**config.mk**
```make
export PLATFORM = sky130hd
export DESIGN_NAME = bridge_window_regs
export DESIGN_NICKNAME = d
export VERILOG_FILES = /design/src/bridge_regs_pkg.sv /design/src/window_match.sv /design/src/sticky_flag.sv /design/src/bridge_window_regs.sv
export VERILOG_INCLUDE_DIRS = /design/src /design/src/src
export SDC_FILE = /design/constraint.sdc
export NUM_CORES = 1
export LEC_CHECK = 0
export BUFFER_PORTS_ARGS = -buffer_cell sky130_fd_sc_hd__buf_2
export CAP_MARGIN = 20
export CORE_UTILIZATION = 52
export DETAILED_ROUTE_END_ITERATION = 16
export PLACE_DENSITY_LB_ADDON = 0.3
export RECOVER_POWER = 25
export SLEW_MARGIN = 5
export SYNTH_ARGS = -nofsm -noshare
export SYNTH_HDL_FRONTEND = slang
export SYNTH_SLANG_ARGS = --single-unit
```
**constraint.sdc**
```tcl
create_clock -name CLK_SYS -period 2.55 [get_ports CLK_SYS]
set_clock_uncertainty 0.2 [all_clocks]
set_input_delay 0.51 -clock CLK_SYS [delete_from_list [all_inputs] [get_ports CLK_SYS]]
set_output_delay 0.51 -clock CLK_SYS [all_outputs]
set_load 0.01 [all_outputs]
```
**src/bridge_regs_defines.svh**
```systemverilog
// Purpose: Offsets, field positions and reset values of the bridge window and secondary status registers
// Assumes: Register byte address is four times the register index
// Notes:   Definitions only
`ifndef BRIDGE_REGS_DEFINES_SVH
`define BRIDGE_REGS_DEFINES_SVH

`define ADDR_W          10
`define DATA_W          16
`define IDX_LATENCY     8'h1B
`define IDX_IO_BASE     8'h1C
`define IDX_IO_LIMIT    8'h1D
`define IDX_SEC_STATUS  8'h1E
`define IDX_MEM_BASE    8'h20
`define IDX_MEM_LIMIT   8'h22
`define IDX_BRIDGE_CTRL 8'h3E
`define IDX_IRQ_MASK    8'h40

`define BIT_IO_CAP      0
`define BIT_SYS_ERR     14
`define BIT_PARITY_ERR  15
`define BIT_SERR_EN     1

`define RST_LATENCY     8'h00
`define RST_IO_CAP      1'b1
`define RST_IO_BASE     4'hF
`define RST_IO_LIMIT    4'h0
`define RST_MEM_BASE    12'hFFF
`define RST_MEM_LIMIT   12'h000
`define RST_SERR_EN     1'b0
`define RST_IRQ_MASK    2'h0

`define IO_FIELD_W      4
`define IO_LOW_W        12
`define MEM_FIELD_W     12
`define MEM_LOW_W       20

`endif

```
**src/bridge_regs_pkg.sv**
```systemverilog
// Purpose: Types shared by the bridge register bank
// Assumes: Constants come from the defines header
// Notes:   Register select is decoded once and reused for read and write
package bridge_regs_pkg;

   typedef enum {
      SEL_NONE,
      SEL_LATENCY,
      SEL_IO_BASE,
      SEL_IO_LIMIT,
      SEL_SEC_STATUS,
      SEL_MEM_BASE,
      SEL_MEM_LIMIT,
      SEL_BRIDGE_CTRL,
      SEL_IRQ_MASK
   } reg_sel_t;

   typedef logic [15:0] reg_word_t;

endpackage : bridge_regs_pkg

```
**src/window_match.sv**
```systemverilog
// Purpose: Inclusive base/limit address window compare
// Assumes: Address width equals field width plus low bit count
// Notes:   Combinational; the caller registers the result
`timescale 1ns/1ps
module window_match #(
   parameter int FW = 4,
   parameter int LW = 12
) (
   input  wire logic [FW-1:0]    base_field,
   input  wire logic [FW-1:0]    limit_field,
   input  wire logic [FW+LW-1:0] addr,
   output logic                  hit
);

   logic [FW+LW-1:0] base_exp;
   logic [FW+LW-1:0] limit_exp;

   always_comb begin
      base_exp  = {base_field, {LW{1'b0}}};
      limit_exp = {limit_field, {LW{1'b1}}};
      // A base above the limit closes the window
      hit = (base_field <= limit_field) && (addr >= base_exp) && (addr <= limit_exp);
   end

endmodule : window_match

```
**src/sticky_flag.sv**
```systemverilog
// Purpose: Sticky event flag with write-one-to-clear
// Assumes: Set and clear are one-cycle pulses on the system clock
// Notes:   Set wins over a clear in the same cycle so no event is lost
`timescale 1ns/1ps
module sticky_flag (
   input  wire logic clk,
   input  wire logic rst_n,
   input  wire logic set,
   input  wire logic clear,
   output logic      flag
);

   logic flag_next;

   always_comb begin
      flag_next = flag;
      if (set) begin
         flag_next = 1'b1;
      end else if (clear) begin
         flag_next = 1'b0;
      end
   end

   always_ff @(posedge clk or negedge rst_n) begin
      if (!rst_n) begin
         flag <= 1'b0;
      end else begin
         flag <= flag_next;
      end
   end

endmodule : sticky_flag

```
**src/bridge_window_regs.sv**
```systemverilog
// Purpose: Bridge window and secondary status configuration registers with forwarding decode
// Assumes: Inputs synchronous to CLK_SYS; request and event inputs are one-cycle pulses
// Notes:   Forward decisions appear one cycle after the request; the interrupt appears two cycles after the event
//
// Behaviour
// - Secondary latency byte is read-only and always reads zero.
// - I/O capability bit resets to one, lockable writable; one means 32-bit.
// - I/O limit bit 0 is read-only and mirrors the capability bit.
// - I/O base bits 7:4 give address 15:12, reset 0xF, bits 3:1 zero.
// - I/O limit bits 7:4 give top address 15:12, low bits ones, reset zero.
// - I/O forwarding is decided by the I/O base and limit window.
// - Secondary status bits 8 to 13 are read-only zero.
// - Received system error flag never sets while forwarding enable is clear.
// - With enable set, a received fatal or nonfatal message sets bit 14.
// - A poisoned packet on the secondary side always sets bit 15.
// - Memory base bits 15:4 give address 31:20, reset 0xFFF, bits 3:0 zero.
// - Memory forwarding is decided by the memory base and limit window.
// - Memory limit gives top address 31:20 with low twenty bits all ones.
//
// Chosen here: strobed register access.
`timescale 1ns/1ps
`include "bridge_regs_defines.svh"
module bridge_window_regs
   import bridge_regs_pkg::*;
(
   input  wire logic               CLK_SYS,
   input  wire logic               RESETN,
   input  wire logic [`ADDR_W-1:0] REG_ADDR,
   input  wire logic [`DATA_W-1:0] REG_WDATA,
   input  wire logic               REG_WR,
   input  wire logic               REG_RD,
   output logic      [`DATA_W-1:0] REG_RDATA,
   input  wire logic               CAP_LOCK,
   input  wire logic               SEC_ERR_MSG,
   input  wire logic               SEC_POISONED_TLP,
   input  wire logic               IO_REQ_VALID,
   input  wire logic [31:0]        IO_REQ_ADDR,
   output logic                    IO_FWD_VALID,
   output logic                    IO_FWD,
   input  wire logic               MEM_REQ_VALID,
   input  wire logic [31:0]        MEM_REQ_ADDR,
   output logic                    MEM_FWD_VALID,
   output logic                    MEM_FWD,
   output logic                    IRQ
);

   reg_sel_t                  sel;
   logic                      io_cap_reg;
   logic                      io_cap_next;
   logic [`IO_FIELD_W-1:0]    io_base_reg;
   logic [`IO_FIELD_W-1:0]    io_base_next;
   logic [`IO_FIELD_W-1:0]    io_limit_reg;
   logic [`IO_FIELD_W-1:0]    io_limit_next;
   logic [`MEM_FIELD_W-1:0]   mem_base_reg;
   logic [`MEM_FIELD_W-1:0]   mem_base_next;
   logic [`MEM_FIELD_W-1:0]   mem_limit_reg;
   logic [`MEM_FIELD_W-1:0]   mem_limit_next;
   logic                      serr_en_reg;
   logic                      serr_en_next;
   logic [1:0]                irq_mask_reg;
   logic [1:0]                irq_mask_next;
   reg_word_t                 rdata_reg;
   reg_word_t                 rdata_next;
   logic                      sys_err_flag;
   logic                      parity_flag;
   logic                      status_wr;
   logic                      io_hit_low;
   logic                      mem_hit;
   logic                      io_hit;
   logic                      io_fwd_valid_reg;
   logic                      io_fwd_valid_next;
   logic                      io_fwd_reg;
   logic                      io_fwd_next;
   logic                      mem_fwd_valid_reg;
   logic                      mem_fwd_valid_next;
   logic                      mem_fwd_reg;
   logic                      mem_fwd_next;
   logic                      irq_reg;
   logic                      irq_next;

   // Address decode; misaligned byte addresses hit nothing
   always_comb begin
      sel = SEL_NONE;
      if (REG_ADDR[1:0] != 2'h0) begin
         sel = SEL_NONE;
      end else if (REG_ADDR[`ADDR_W-1:2] == `IDX_LATENCY) begin
         sel = SEL_LATENCY;
      end else if (REG_ADDR[`ADDR_W-1:2] == `IDX_IO_BASE) begin
         sel = SEL_IO_BASE;
      end else if (REG_ADDR[`ADDR_W-1:2] == `IDX_IO_LIMIT) begin
         sel = SEL_IO_LIMIT;
      end else if (REG_ADDR[`ADDR_W-1:2] == `IDX_SEC_STATUS) begin
         sel = SEL_SEC_STATUS;
      end else if (REG_ADDR[`ADDR_W-1:2] == `IDX_MEM_BASE) begin
         sel = SEL_MEM_BASE;
      end else if (REG_ADDR[`ADDR_W-1:2] == `IDX_MEM_LIMIT) begin
         sel = SEL_MEM_LIMIT;
      end else if (REG_ADDR[`ADDR_W-1:2] == `IDX_BRIDGE_CTRL) begin
         sel = SEL_BRIDGE_CTRL;
      end else if (REG_ADDR[`ADDR_W-1:2] == `IDX_IRQ_MASK) begin
         sel = SEL_IRQ_MASK;
      end
   end

   // Configuration writes
   always_comb begin
      io_cap_next    = io_cap_reg;
      io_base_next   = io_base_reg;
      io_limit_next  = io_limit_reg;
      mem_base_next  = mem_base_reg;
      mem_limit_next = mem_limit_reg;
      serr_en_next   = serr_en_reg;
      irq_mask_next  = irq_mask_reg;
      if (REG_WR) begin
         case (sel)
            SEL_IO_BASE: begin
               io_base_next = REG_WDATA[7:4];
               // Capability stays frozen while the lock is held
               if (!CAP_LOCK) begin
                  io_cap_next = REG_WDATA[`BIT_IO_CAP];
               end
            end
            SEL_IO_LIMIT: begin
               io_limit_next = REG_WDATA[7:4];
            end
            SEL_MEM_BASE: begin
               mem_base_next = REG_WDATA[15:4];
            end
            SEL_MEM_LIMIT: begin
               mem_limit_next = REG_WDATA[15:4];
            end
            SEL_BRIDGE_CTRL: begin
               serr_en_next = REG_WDATA[`BIT_SERR_EN];
            end
            SEL_IRQ_MASK: begin
               irq_mask_next = REG_WDATA[`BIT_PARITY_ERR:`BIT_SYS_ERR];
            end
            default: begin
            end
         endcase
      end
   end

   always_ff @(posedge CLK_SYS or negedge RESETN) begin
      if (!RESETN) begin
         io_cap_reg    <= `RST_IO_CAP;
         io_base_reg   <= `RST_IO_BASE;
         io_limit_reg  <= `RST_IO_LIMIT;
         mem_base_reg  <= `RST_MEM_BASE;
         mem_limit_reg <= `RST_MEM_LIMIT;
         serr_en_reg   <= `RST_SERR_EN;
         irq_mask_reg  <= `RST_IRQ_MASK;
      end else begin
         io_cap_reg    <= io_cap_next;
         io_base_reg   <= io_base_next;
         io_limit_reg  <= io_limit_next;
         mem_base_reg  <= mem_base_next;
         mem_limit_reg <= mem_limit_next;
         serr_en_reg   <= serr_en_next;
         irq_mask_reg  <= irq_mask_next;
      end
   end

   // Secondary status error flags double as interrupt status
   assign status_wr = REG_WR && (sel == SEL_SEC_STATUS);

   sticky_flag u_sys_err (
      .clk   (CLK_SYS),
      .rst_n (RESETN),
      .set   (SEC_ERR_MSG && serr_en_reg),
      .clear (status_wr && REG_WDATA[`BIT_SYS_ERR]),
      .flag  (sys_err_flag)
   );

   sticky_flag u_parity (
      .clk   (CLK_SYS),
      .rst_n (RESETN),
      .set   (SEC_POISONED_TLP),
      .clear (status_wr && REG_WDATA[`BIT_PARITY_ERR]),
      .flag  (parity_flag)
   );

   // Read data live only in the cycle after the strobe
   always_comb begin
      rdata_next = 16'h0000;
      if (REG_RD) begin
         case (sel)
            SEL_LATENCY:     rdata_next = {8'h00, `RST_LATENCY};
            SEL_IO_BASE:     rdata_next = {8'h00, io_base_reg, 3'h0, io_cap_reg};
            SEL_IO_LIMIT:    rdata_next = {8'h00, io_limit_reg, 3'h0, io_cap_reg};
            SEL_SEC_STATUS:  rdata_next = {parity_flag, sys_err_flag, 14'h0000};
            SEL_MEM_BASE:    rdata_next = {mem_base_reg, 4'h0};
            SEL_MEM_LIMIT:   rdata_next = {mem_limit_reg, 4'h0};
            SEL_BRIDGE_CTRL: rdata_next = {14'h0000, serr_en_reg, 1'b0};
            SEL_IRQ_MASK:    rdata_next = {irq_mask_reg, 14'h0000};
            default:         rdata_next = 16'h0000;
         endcase
      end
   end

   always_ff @(posedge CLK_SYS or negedge RESETN) begin
      if (!RESETN) begin
         rdata_reg <= 16'h0000;
      end else begin
         rdata_reg <= rdata_next;
      end
   end

   window_match #(
      .FW (`IO_FIELD_W),
      .LW (`IO_LOW_W)
   ) u_io_win (
      .base_field  (io_base_reg),
      .limit_field (io_limit_reg),
      .addr        (IO_REQ_ADDR[15:0]),
      .hit         (io_hit_low)
   );

   window_match #(
      .FW (`MEM_FIELD_W),
      .LW (`MEM_LOW_W)
   ) u_mem_win (
      .base_field  (mem_base_reg),
      .limit_field (mem_limit_reg),
      .addr        (MEM_REQ_ADDR),
      .hit         (mem_hit)
   );

   // Upper I/O base and limit are not held here, so 32-bit mode takes them as zero
   assign io_hit = io_hit_low && (!io_cap_reg || (IO_REQ_ADDR[31:16] == 16'h0000));

   always_comb begin
      io_fwd_valid_next  = IO_REQ_VALID;
      io_fwd_next        = IO_REQ_VALID && io_hit;
      mem_fwd_valid_next = MEM_REQ_VALID;
      mem_fwd_next       = MEM_REQ_VALID && mem_hit;
      irq_next           = |({parity_flag, sys_err_flag} & irq_mask_reg);
   end

   always_ff @(posedge CLK_SYS or negedge RESETN) begin
      if (!RESETN) begin
         io_fwd_valid_reg  <= 1'b0;
         io_fwd_reg        <= 1'b0;
         mem_fwd_valid_reg <= 1'b0;
         mem_fwd_reg       <= 1'b0;
         irq_reg           <= 1'b0;
      end else begin
         io_fwd_valid_reg  <= io_fwd_valid_next;
         io_fwd_reg        <= io_fwd_next;
         mem_fwd_valid_reg <= mem_fwd_valid_next;
         mem_fwd_reg       <= mem_fwd_next;
         irq_reg           <= irq_next;
      end
   end

   assign REG_RDATA     = rdata_reg;
   assign IO_FWD_VALID  = io_fwd_valid_reg;
   assign IO_FWD        = io_fwd_reg;
   assign MEM_FWD_VALID = mem_fwd_valid_reg;
   assign MEM_FWD       = mem_fwd_reg;
   assign IRQ           = irq_reg;
endmodule : bridge_window_regs

```
Word level (Yosys, flattened, before mapping)
Cells that the tools add are included.
{"block": "word_totals", "register_bits": 59, "latchBits": 0, "mem_bits_rw": 0, "mem_bits_ro": 0, "inputBits": 99, "n_memories": 0}
{"block": "op_classes", "add_sub_neg": 0, "multipliers": 0, "n_div": 0, "magnitude_cmp": 6, "n_eq_ne": 16, "shift": 0, "n_mux": 15, "bitwise": 2, "reduce_logical": 25}
{"op": "== test 32 x 3 -> 1 bit (second input constant)", "count": 4}
{"op": "case mux 16 bit (7 select lines)", "count": 1}
{"op": "== test 32 x 2 -> 1 bit (second input constant)", "count": 2}
{"op": "== test 32 x 4 -> 1 bit (second input constant)", "count": 2}
{"op": "2-to-1 mux 32 bit", "count": 2}
{"op": "== test 8 x 5 -> 1 bit (second input constant)", "count": 4}
{"op": "greater-or-equal comparator 32 bit", "count": 1}
{"op": "less-or-equal comparator 32 bit", "count": 1}
{"op": "2-to-1 mux 4 bit", "count": 7}
{"op": "== test 8 x 6 -> 1 bit (second input constant)", "count": 3}
{"op": "greater-or-equal comparator 16 bit", "count": 1}
{"op": "less-or-equal comparator 16 bit", "count": 1}
{"op": "logical NOT 16 bit", "count": 1}
{"op": "2-to-1 mux 16 bit", "count": 1}
{"op": "less-or-equal comparator 12 bit", "count": 1}
{"op": "AND reduction 2 bit", "count": 6}
{"op": "logical AND 1 bit", "count": 11}
{"op": "== test 8 x 7 -> 1 bit (second input constant)", "count": 1}
{"op": "nonzero test 2 bit", "count": 3}
{"op": "less-or-equal comparator 4 bit", "count": 1}
{"op": "2-to-1 mux 1 bit", "count": 4}
{"op": "AND reduction 3 bit", "count": 1}
{"op": "bitwise AND 2 bit", "count": 1}
{"op": "OR reduction 2 bit", "count": 1}
{"op": "other kinds (3)", "count": 3}

Logic depth before layout (Yosys ltp)
{"block": "logic_depth", "word_depth": 15, "ltp_mapped": 9, "depth_no_buf": 8}

Cells and area by module
From an unflattened synthesis, not the netlist that was laid out.
{"block": "unflattened", "hier_cells": 386, "hier_area_um2": 3982.6}
{"module": "bridge_window_regs", "n_inst": 1, "cells_per_inst": 203, "area_each_um2": 2613.8}
{"module": "window_match (u_mem_win)", "n_inst": 1, "cells_per_inst": 132, "area_each_um2": 963.4}
{"module": "window_match (u_io_win)", "n_inst": 1, "cells_per_inst": 45, "area_each_um2": 332.8}
{"module": "sticky_flag", "n_inst": 2, "cells_per_inst": 3, "area_each_um2": 36.3}

Worst setup path after synthesis
Ideal clock, no wire load.
{"block": "synth_path", "path_type": "in2reg", "from": "input port REG_ADDR[5]", "to": "register mem_limit_reg[1]", "arrival_time_ns": 2.587, "slack_ns": -0.362, "path_stages": 8, "path_buffers": 2, "path_cell_list": "buf_2 -> or4b_1 -> and2_1 -> or3_1 -> nor3_1 -> and3_1 -> buf_4 -> mux2_2"}
{"block": "synth_between", "elab_chain_cells": 12}
{"item": "start, declared", "line_no": "bridge_window_regs.sv:28", "source": "input wire logic [`ADDR_W-1:0] REG_ADDR,"}
{"item": "== test 8 x 7 -> 1 bit (no source line)"}
{"item": "2-to-1 mux 4 bit", "line_no": "bridge_window_regs.sv:100", "source": "end else if (REG_ADDR[`ADDR_W-1:2] == `IDX_IRQ_MASK) begin"}
{"item": "2-to-1 mux 4 bit", "line_no": "bridge_window_regs.sv:98", "source": "end else if (REG_ADDR[`ADDR_W-1:2] == `IDX_BRIDGE_CTRL) begin"}
{"item": "2-to-1 mux 4 bit", "line_no": "bridge_window_regs.sv:96", "source": "end else if (REG_ADDR[`ADDR_W-1:2] == `IDX_MEM_LIMIT) begin"}
{"item": "2-to-1 mux 4 bit", "line_no": "bridge_window_regs.sv:94", "source": "end else if (REG_ADDR[`ADDR_W-1:2] == `IDX_MEM_BASE) begin"}
{"item": "2-to-1 mux 4 bit", "line_no": "bridge_window_regs.sv:92", "source": "end else if (REG_ADDR[`ADDR_W-1:2] == `IDX_SEC_STATUS) begin"}
{"item": "2-to-1 mux 4 bit", "line_no": "bridge_window_regs.sv:90", "source": "end else if (REG_ADDR[`ADDR_W-1:2] == `IDX_IO_LIMIT) begin"}
{"item": "2-to-1 mux 4 bit", "line_no": "bridge_window_regs.sv:88", "source": "end else if (REG_ADDR[`ADDR_W-1:2] == `IDX_IO_BASE) begin"}
{"item": "2-to-1 mux 32 bit (*)", "line_no": "bridge_window_regs.sv:86", "source": "end else if (REG_ADDR[`ADDR_W-1:2] == `IDX_LATENCY) begin"}
{"item": "2-to-1 mux 32 bit (*)", "line_no": "bridge_window_regs.sv:84", "source": "if (REG_ADDR[1:0] != 2'h0) begin"}
{"item": "== test 32 x 3 -> 1 bit (*)", "line_no": "bridge_window_regs.sv:115", "source": "case (sel)"}
{"item": "AND reduction 2 bit (no source line) (*)"}
{"item": "end signal, assigned", "line_no": "bridge_window_regs.sv:150", "source": "mem_limit_reg <= `RST_MEM_LIMIT;"}
{"item": "end signal, assigned", "line_no": "bridge_window_regs.sv:158", "source": "mem_limit_reg <= mem_limit_next;"}
{"item": "end, declared", "line_no": "bridge_window_regs.sv:56", "source": "logic [`MEM_FIELD_W-1:0] mem_limit_reg;"}
Mark *: on every way between the ends. The rest lies on a longest branch, timed or not.
A chain may end at the register's enable or synchronous reset.

Worst setup path in the final report
{"block": "layout_path", "from": "input port REG_ADDR[4]", "to": "register mem_limit_reg[10]"}
The elaborated chain is that of the path after synthesis.

==> results.txt <==
----------------------------------------------------
[Run status]
  Outcome ... complete, no violations

[STA]
  Setup-failing EPs final ... 0
  Worst-margin pin slew ... approximately 1400 ps
  Min Tclk post-route ... around 2500 ps
  Number of slew-limit violations in the final report ... 0
  Number of hold-slack violations in the final timing report ... 0
  Fmax ... 400 MHz
  Worst slew margin ... 4.39%
  Unrepaired setup endpoints after global routing ... yes
  Final period utilization ... 97.9%
  Final worst slack ... roughly 53 ps

[Critical path]
  Reg2Reg Depth ... 7
  Cell with the biggest individual delay on the critical path ... sky130_fd_sc_hd__or4b_4
  Category of the most critical setup path ... input pin to flop
  Worst Path Required ... 2570 ps
  Worst setup EP type ... flop
  Maximum fanout along the worst path ... 6
  Reg-to-reg slack, setup ... about 400 ps
  Cells traversed along the worst timing path ... buf_2 -> or4b_4 -> and2_4 -> or3_4 -> nor3_4 -> and3_4 -> mux2_4
  Critical path data arrival time ... 2510 ps
  Crit path launch type ... input pin
  Largest stage delay on the critical path ... 540 ps

[Die]
  Horizontal die dimension ... slightly below 90 um
  Height of the die ... 88.5 um
  Row count ... 31
  I/O pin count ... 120
  Die Area ... 7830 um2
  Initial Utilization ... between 50% and 60%
  Floorplan Core Area ... 7250 um2

[Placed design]
  Final HPWL DP ... between 8000 and 9000 um
  Placed cell count ... 634
  Number of input and output port buffers inserted ... 115
  Routability congestion estimate from global placement ... 0.850
  Setup slack after placement ... -402 ps

[Logic synthesis]
  Leading cell types by total area after synthesis ... sky130_fd_sc_hd__dfrtp_1, sky130_fd_sc_hd__ha_1, sky130_fd_sc_hd__dfstp_2
  Sequential area share after synthesis ... approximately 37%
  Synthesized netlist cell count ... between 300 and 400
  Post-synth EDFFs ... 0
  Warning count from the yosys run ... 0
  Flip-flop cell with the highest count after synthesis ... sky130_fd_sc_hd__dfrtp_1
  Area fraction of the dominant cell type after synthesis ... 25.7%
  Post-synthesis instance area ... 3890 um2
  Proportion of register bits with asynchronous set or reset after synthesis ... 100%
  Number of synthesized register bits ... 57
  Number of unique standard cell types used by synthesis ... 57
  Post-Syn Area per Cell ... 10.1 um2
  Top cell type by total area after synthesis ... sky130_fd_sc_hd__dfrtp_1

[GRT]
  First-pass GRT wire length ... 16600 um
  Pin count of the biggest net entering global routing ... 28
  Via count of the first global-routing pass ... 3664
  Total congestion overflow ... 0
  Number of antenna violations at the first check in global routing ... 0
  GRT Overall Usage ... between 20% and 30%

[Finish]
  Area taken by multi-input logic gates ... 2370 um2
  Total of fill cells in the finished design ... about 570
  Number of diodes added for antenna fixing ... 0
  Post-layout instance count excluding filler cells ... 652
  Sequential Area ... 1450 um2
  Proportion of layout cells with a drive suffix above 1 ... 42.5%
  Final net count ... 695
  Number of flip-flops under the largest register name ... 14
  Post-synthesis to final-layout area growth ... 34.3%

[Detailed routing]
  Vias per cell ... approximately 5.6
  DR vias ... 3680
  First DRT Iteration DRCs ... 162
  Routed wire length per instance ... 15.9 um
  Number of detailed-routing iterations run before antenna repair ... 4
  Antenna-violating nets left ... 0
  Post-route DRC ... 0
  Total wire length after detailed routing ... roughly 10000 um

[Clocking]
  CTS tree ... done
  Setup Fix Bufs, Post-CTS ... 0
  TritonCTS buffer count ... 9
  Clk buf depth ... 2
  Clock root buffer master ... sky130_fd_sc_hd__clkbuf_8
  H-Tree Depth ... 3
  Clock transition at the register clock pins on the worst setup and hold paths after CTS ... about 70 ps
  Number of clock sinks seen by CTS ... between 50 and 60
  Worst-skew pair later-pin latency ... between 300 and 400 ps

[Pwr]
  Worst IR Drop VDD ... 0.309 mV
  Total power divided by cell area ... 398 nW/um2
  Final Total Pwr ... 2080 uW
  LEAKAGE ... 0.00249 uW

[Min path]
  Hold Path Class ... input pin to flop
  Hold-critical path depth ... 1

[Job]
  Max-cap check violation count ... 0

----------------------------------------------------
==> Yosys cell counts, types with 4 or more instances <==
| cell type | instances |
|---|---|
| sky130_fd_sc_hd__ha_1 | 48 |
| sky130_fd_sc_hd__dfrtp_1 | 40 |
| sky130_fd_sc_hd__inv_1 | 36 |
| sky130_fd_sc_hd__mux2_2 | 22 |
| sky130_fd_sc_hd__nand2_1 | 22 |
| sky130_fd_sc_hd__nand4_1 | 21 |
| sky130_fd_sc_hd__a21oi_1 | 19 |
| sky130_fd_sc_hd__nor2_1 | 18 |
| sky130_fd_sc_hd__dfstp_2 | 17 |
| sky130_fd_sc_hd__a21o_1 | 16 |
| sky130_fd_sc_hd__nor4_1 | 14 |
| sky130_fd_sc_hd__o21ai_0 | 10 |
| sky130_fd_sc_hd__a22oi_1 | 9 |
| sky130_fd_sc_hd__nor3_1 | 9 |
| sky130_fd_sc_hd__mux2_1 | 7 |
| sky130_fd_sc_hd__buf_2 | 5 |
| sky130_fd_sc_hd__o211ai_1 | 5 |
| sky130_fd_sc_hd__mux2_4 | 4 |
==> cells in the final DEF, fill, tap and decap left out, types with 5 or more instances in the layout <==
cell,synthesis,layout
sky130_fd_sc_hd__a22oi_1,9,9
sky130_fd_sc_hd__buf_2,5,107
sky130_fd_sc_hd__nand2_1,22,22
sky130_fd_sc_hd__a21o_1,16,16
sky130_fd_sc_hd__clkbuf_1,3,10
sky130_fd_sc_hd__nor2_1,18,18
sky130_fd_sc_hd__dfrtp_1,40,40
sky130_fd_sc_hd__dfstp_2,17,17
sky130_fd_sc_hd__a21oi_1,19,19
sky130_fd_sc_hd__inv_1,36,36
sky130_fd_sc_hd__clkbuf_8,0,10
sky130_fd_sc_hd__mux2_4,4,16
sky130_fd_sc_hd__nand4_1,21,21
sky130_fd_sc_hd__mux2_2,22,16
sky130_fd_sc_hd__nor3_1,9,8
sky130_fd_sc_hd__o211ai_1,5,5
sky130_fd_sc_hd__buf_4,3,44
sky130_fd_sc_hd__ha_1,48,48
sky130_fd_sc_hd__o21ai_0,10,9
sky130_fd_sc_hd__nor4_1,14,14
==> where the power goes <==
group	internal [uW]	switching (uW)
clock network	473	353
registers	925	11.4
logic	155	160
==> cells by family (layout without fill, tap and decap cells) <==
logic type / after synthesis / after routing / share of synthesized area (%)
buf+inv: 48 / 215 / 5.28
other cells: 1 / 2 / 0.0965
fa+ha+maj: 48 / 48 / 15.4
compound gates: 83 / 83 / 15.5
mux: 35 / 35 / 10.5
flops: 57 / 57 / 37.2
simple gates: 112 / 113 / 15.9
==> path summary, 6_finish.rpt <==
kind,startpoint,to
max in group asynchronous,RESETN,io_cap_reg
min in group asynchronous,RESETN,REG_RDATA[12]
setup reg to reg,mem_base_reg[2],MEM_FWD
setup / recovery,REG_ADDR[4],mem_limit_reg[10]
hold reg to reg,io_cap_reg,REG_RDATA[0]
hold / removal,MEM_REQ_VALID,MEM_FWD_VALID
==> per-layer routing <==
layer / track usage, % / up-vias / part of all wire, % / wire (um)
met5: 0 / - / 0 / 0
met4: 13.2 / 0 / 2.6 / 275
met3: 4.85 / 26 / 4.6 / 482
met2: 50.4 / 124 / 51 / 5250
met1: 32.5 / 1760 / 42 / 4370
li1: - / 1770 / - / -
==> through the flow <==
step | util (%) | area [um2] | TNS (ps) | hold WS, ps
4_1_cts | 71.5 | 5180 | 0 | 86.3
5_1_grt | 72.0 | 5220 | -4.15 | 90.2
6_report | 72.0 | 5220 | 0 | 95.3
2_1_floorplan | - | 3980 | -4110 | 14.4
3_5_place_dp | 68.5 | 4970 | -8760 | 277
3_3_place_gp | 68.5 | 4970 | -7750 | 283
==> critical path: cells and delay by family <==
kind / cells / cell delay (ps)
simple gates: 5 / 1580
mux: 1 / 310
buf+inv: 1 / 110
==> cell type report <==
class                   count  share of cell area, %
clock inverters             4                  0.862
inverters                  36                   2.59
multi-input cells         281                   45.4
well taps                  99                   2.37
repair buffers            163                   18.3
flip-flops and latches     57                   27.7
clock buffers              12                   2.78
==> repair_timing <==
action                                  CTS  global route
hold endpoints to repair                 16             0
hold buffers                              1             0
cloned                                    1             0
gates resized for setup                   2             9
endpoints found under the setup margin   12            20
pin swaps                                 3             3
No activity file was read; power rests on OpenSTA's default activity.
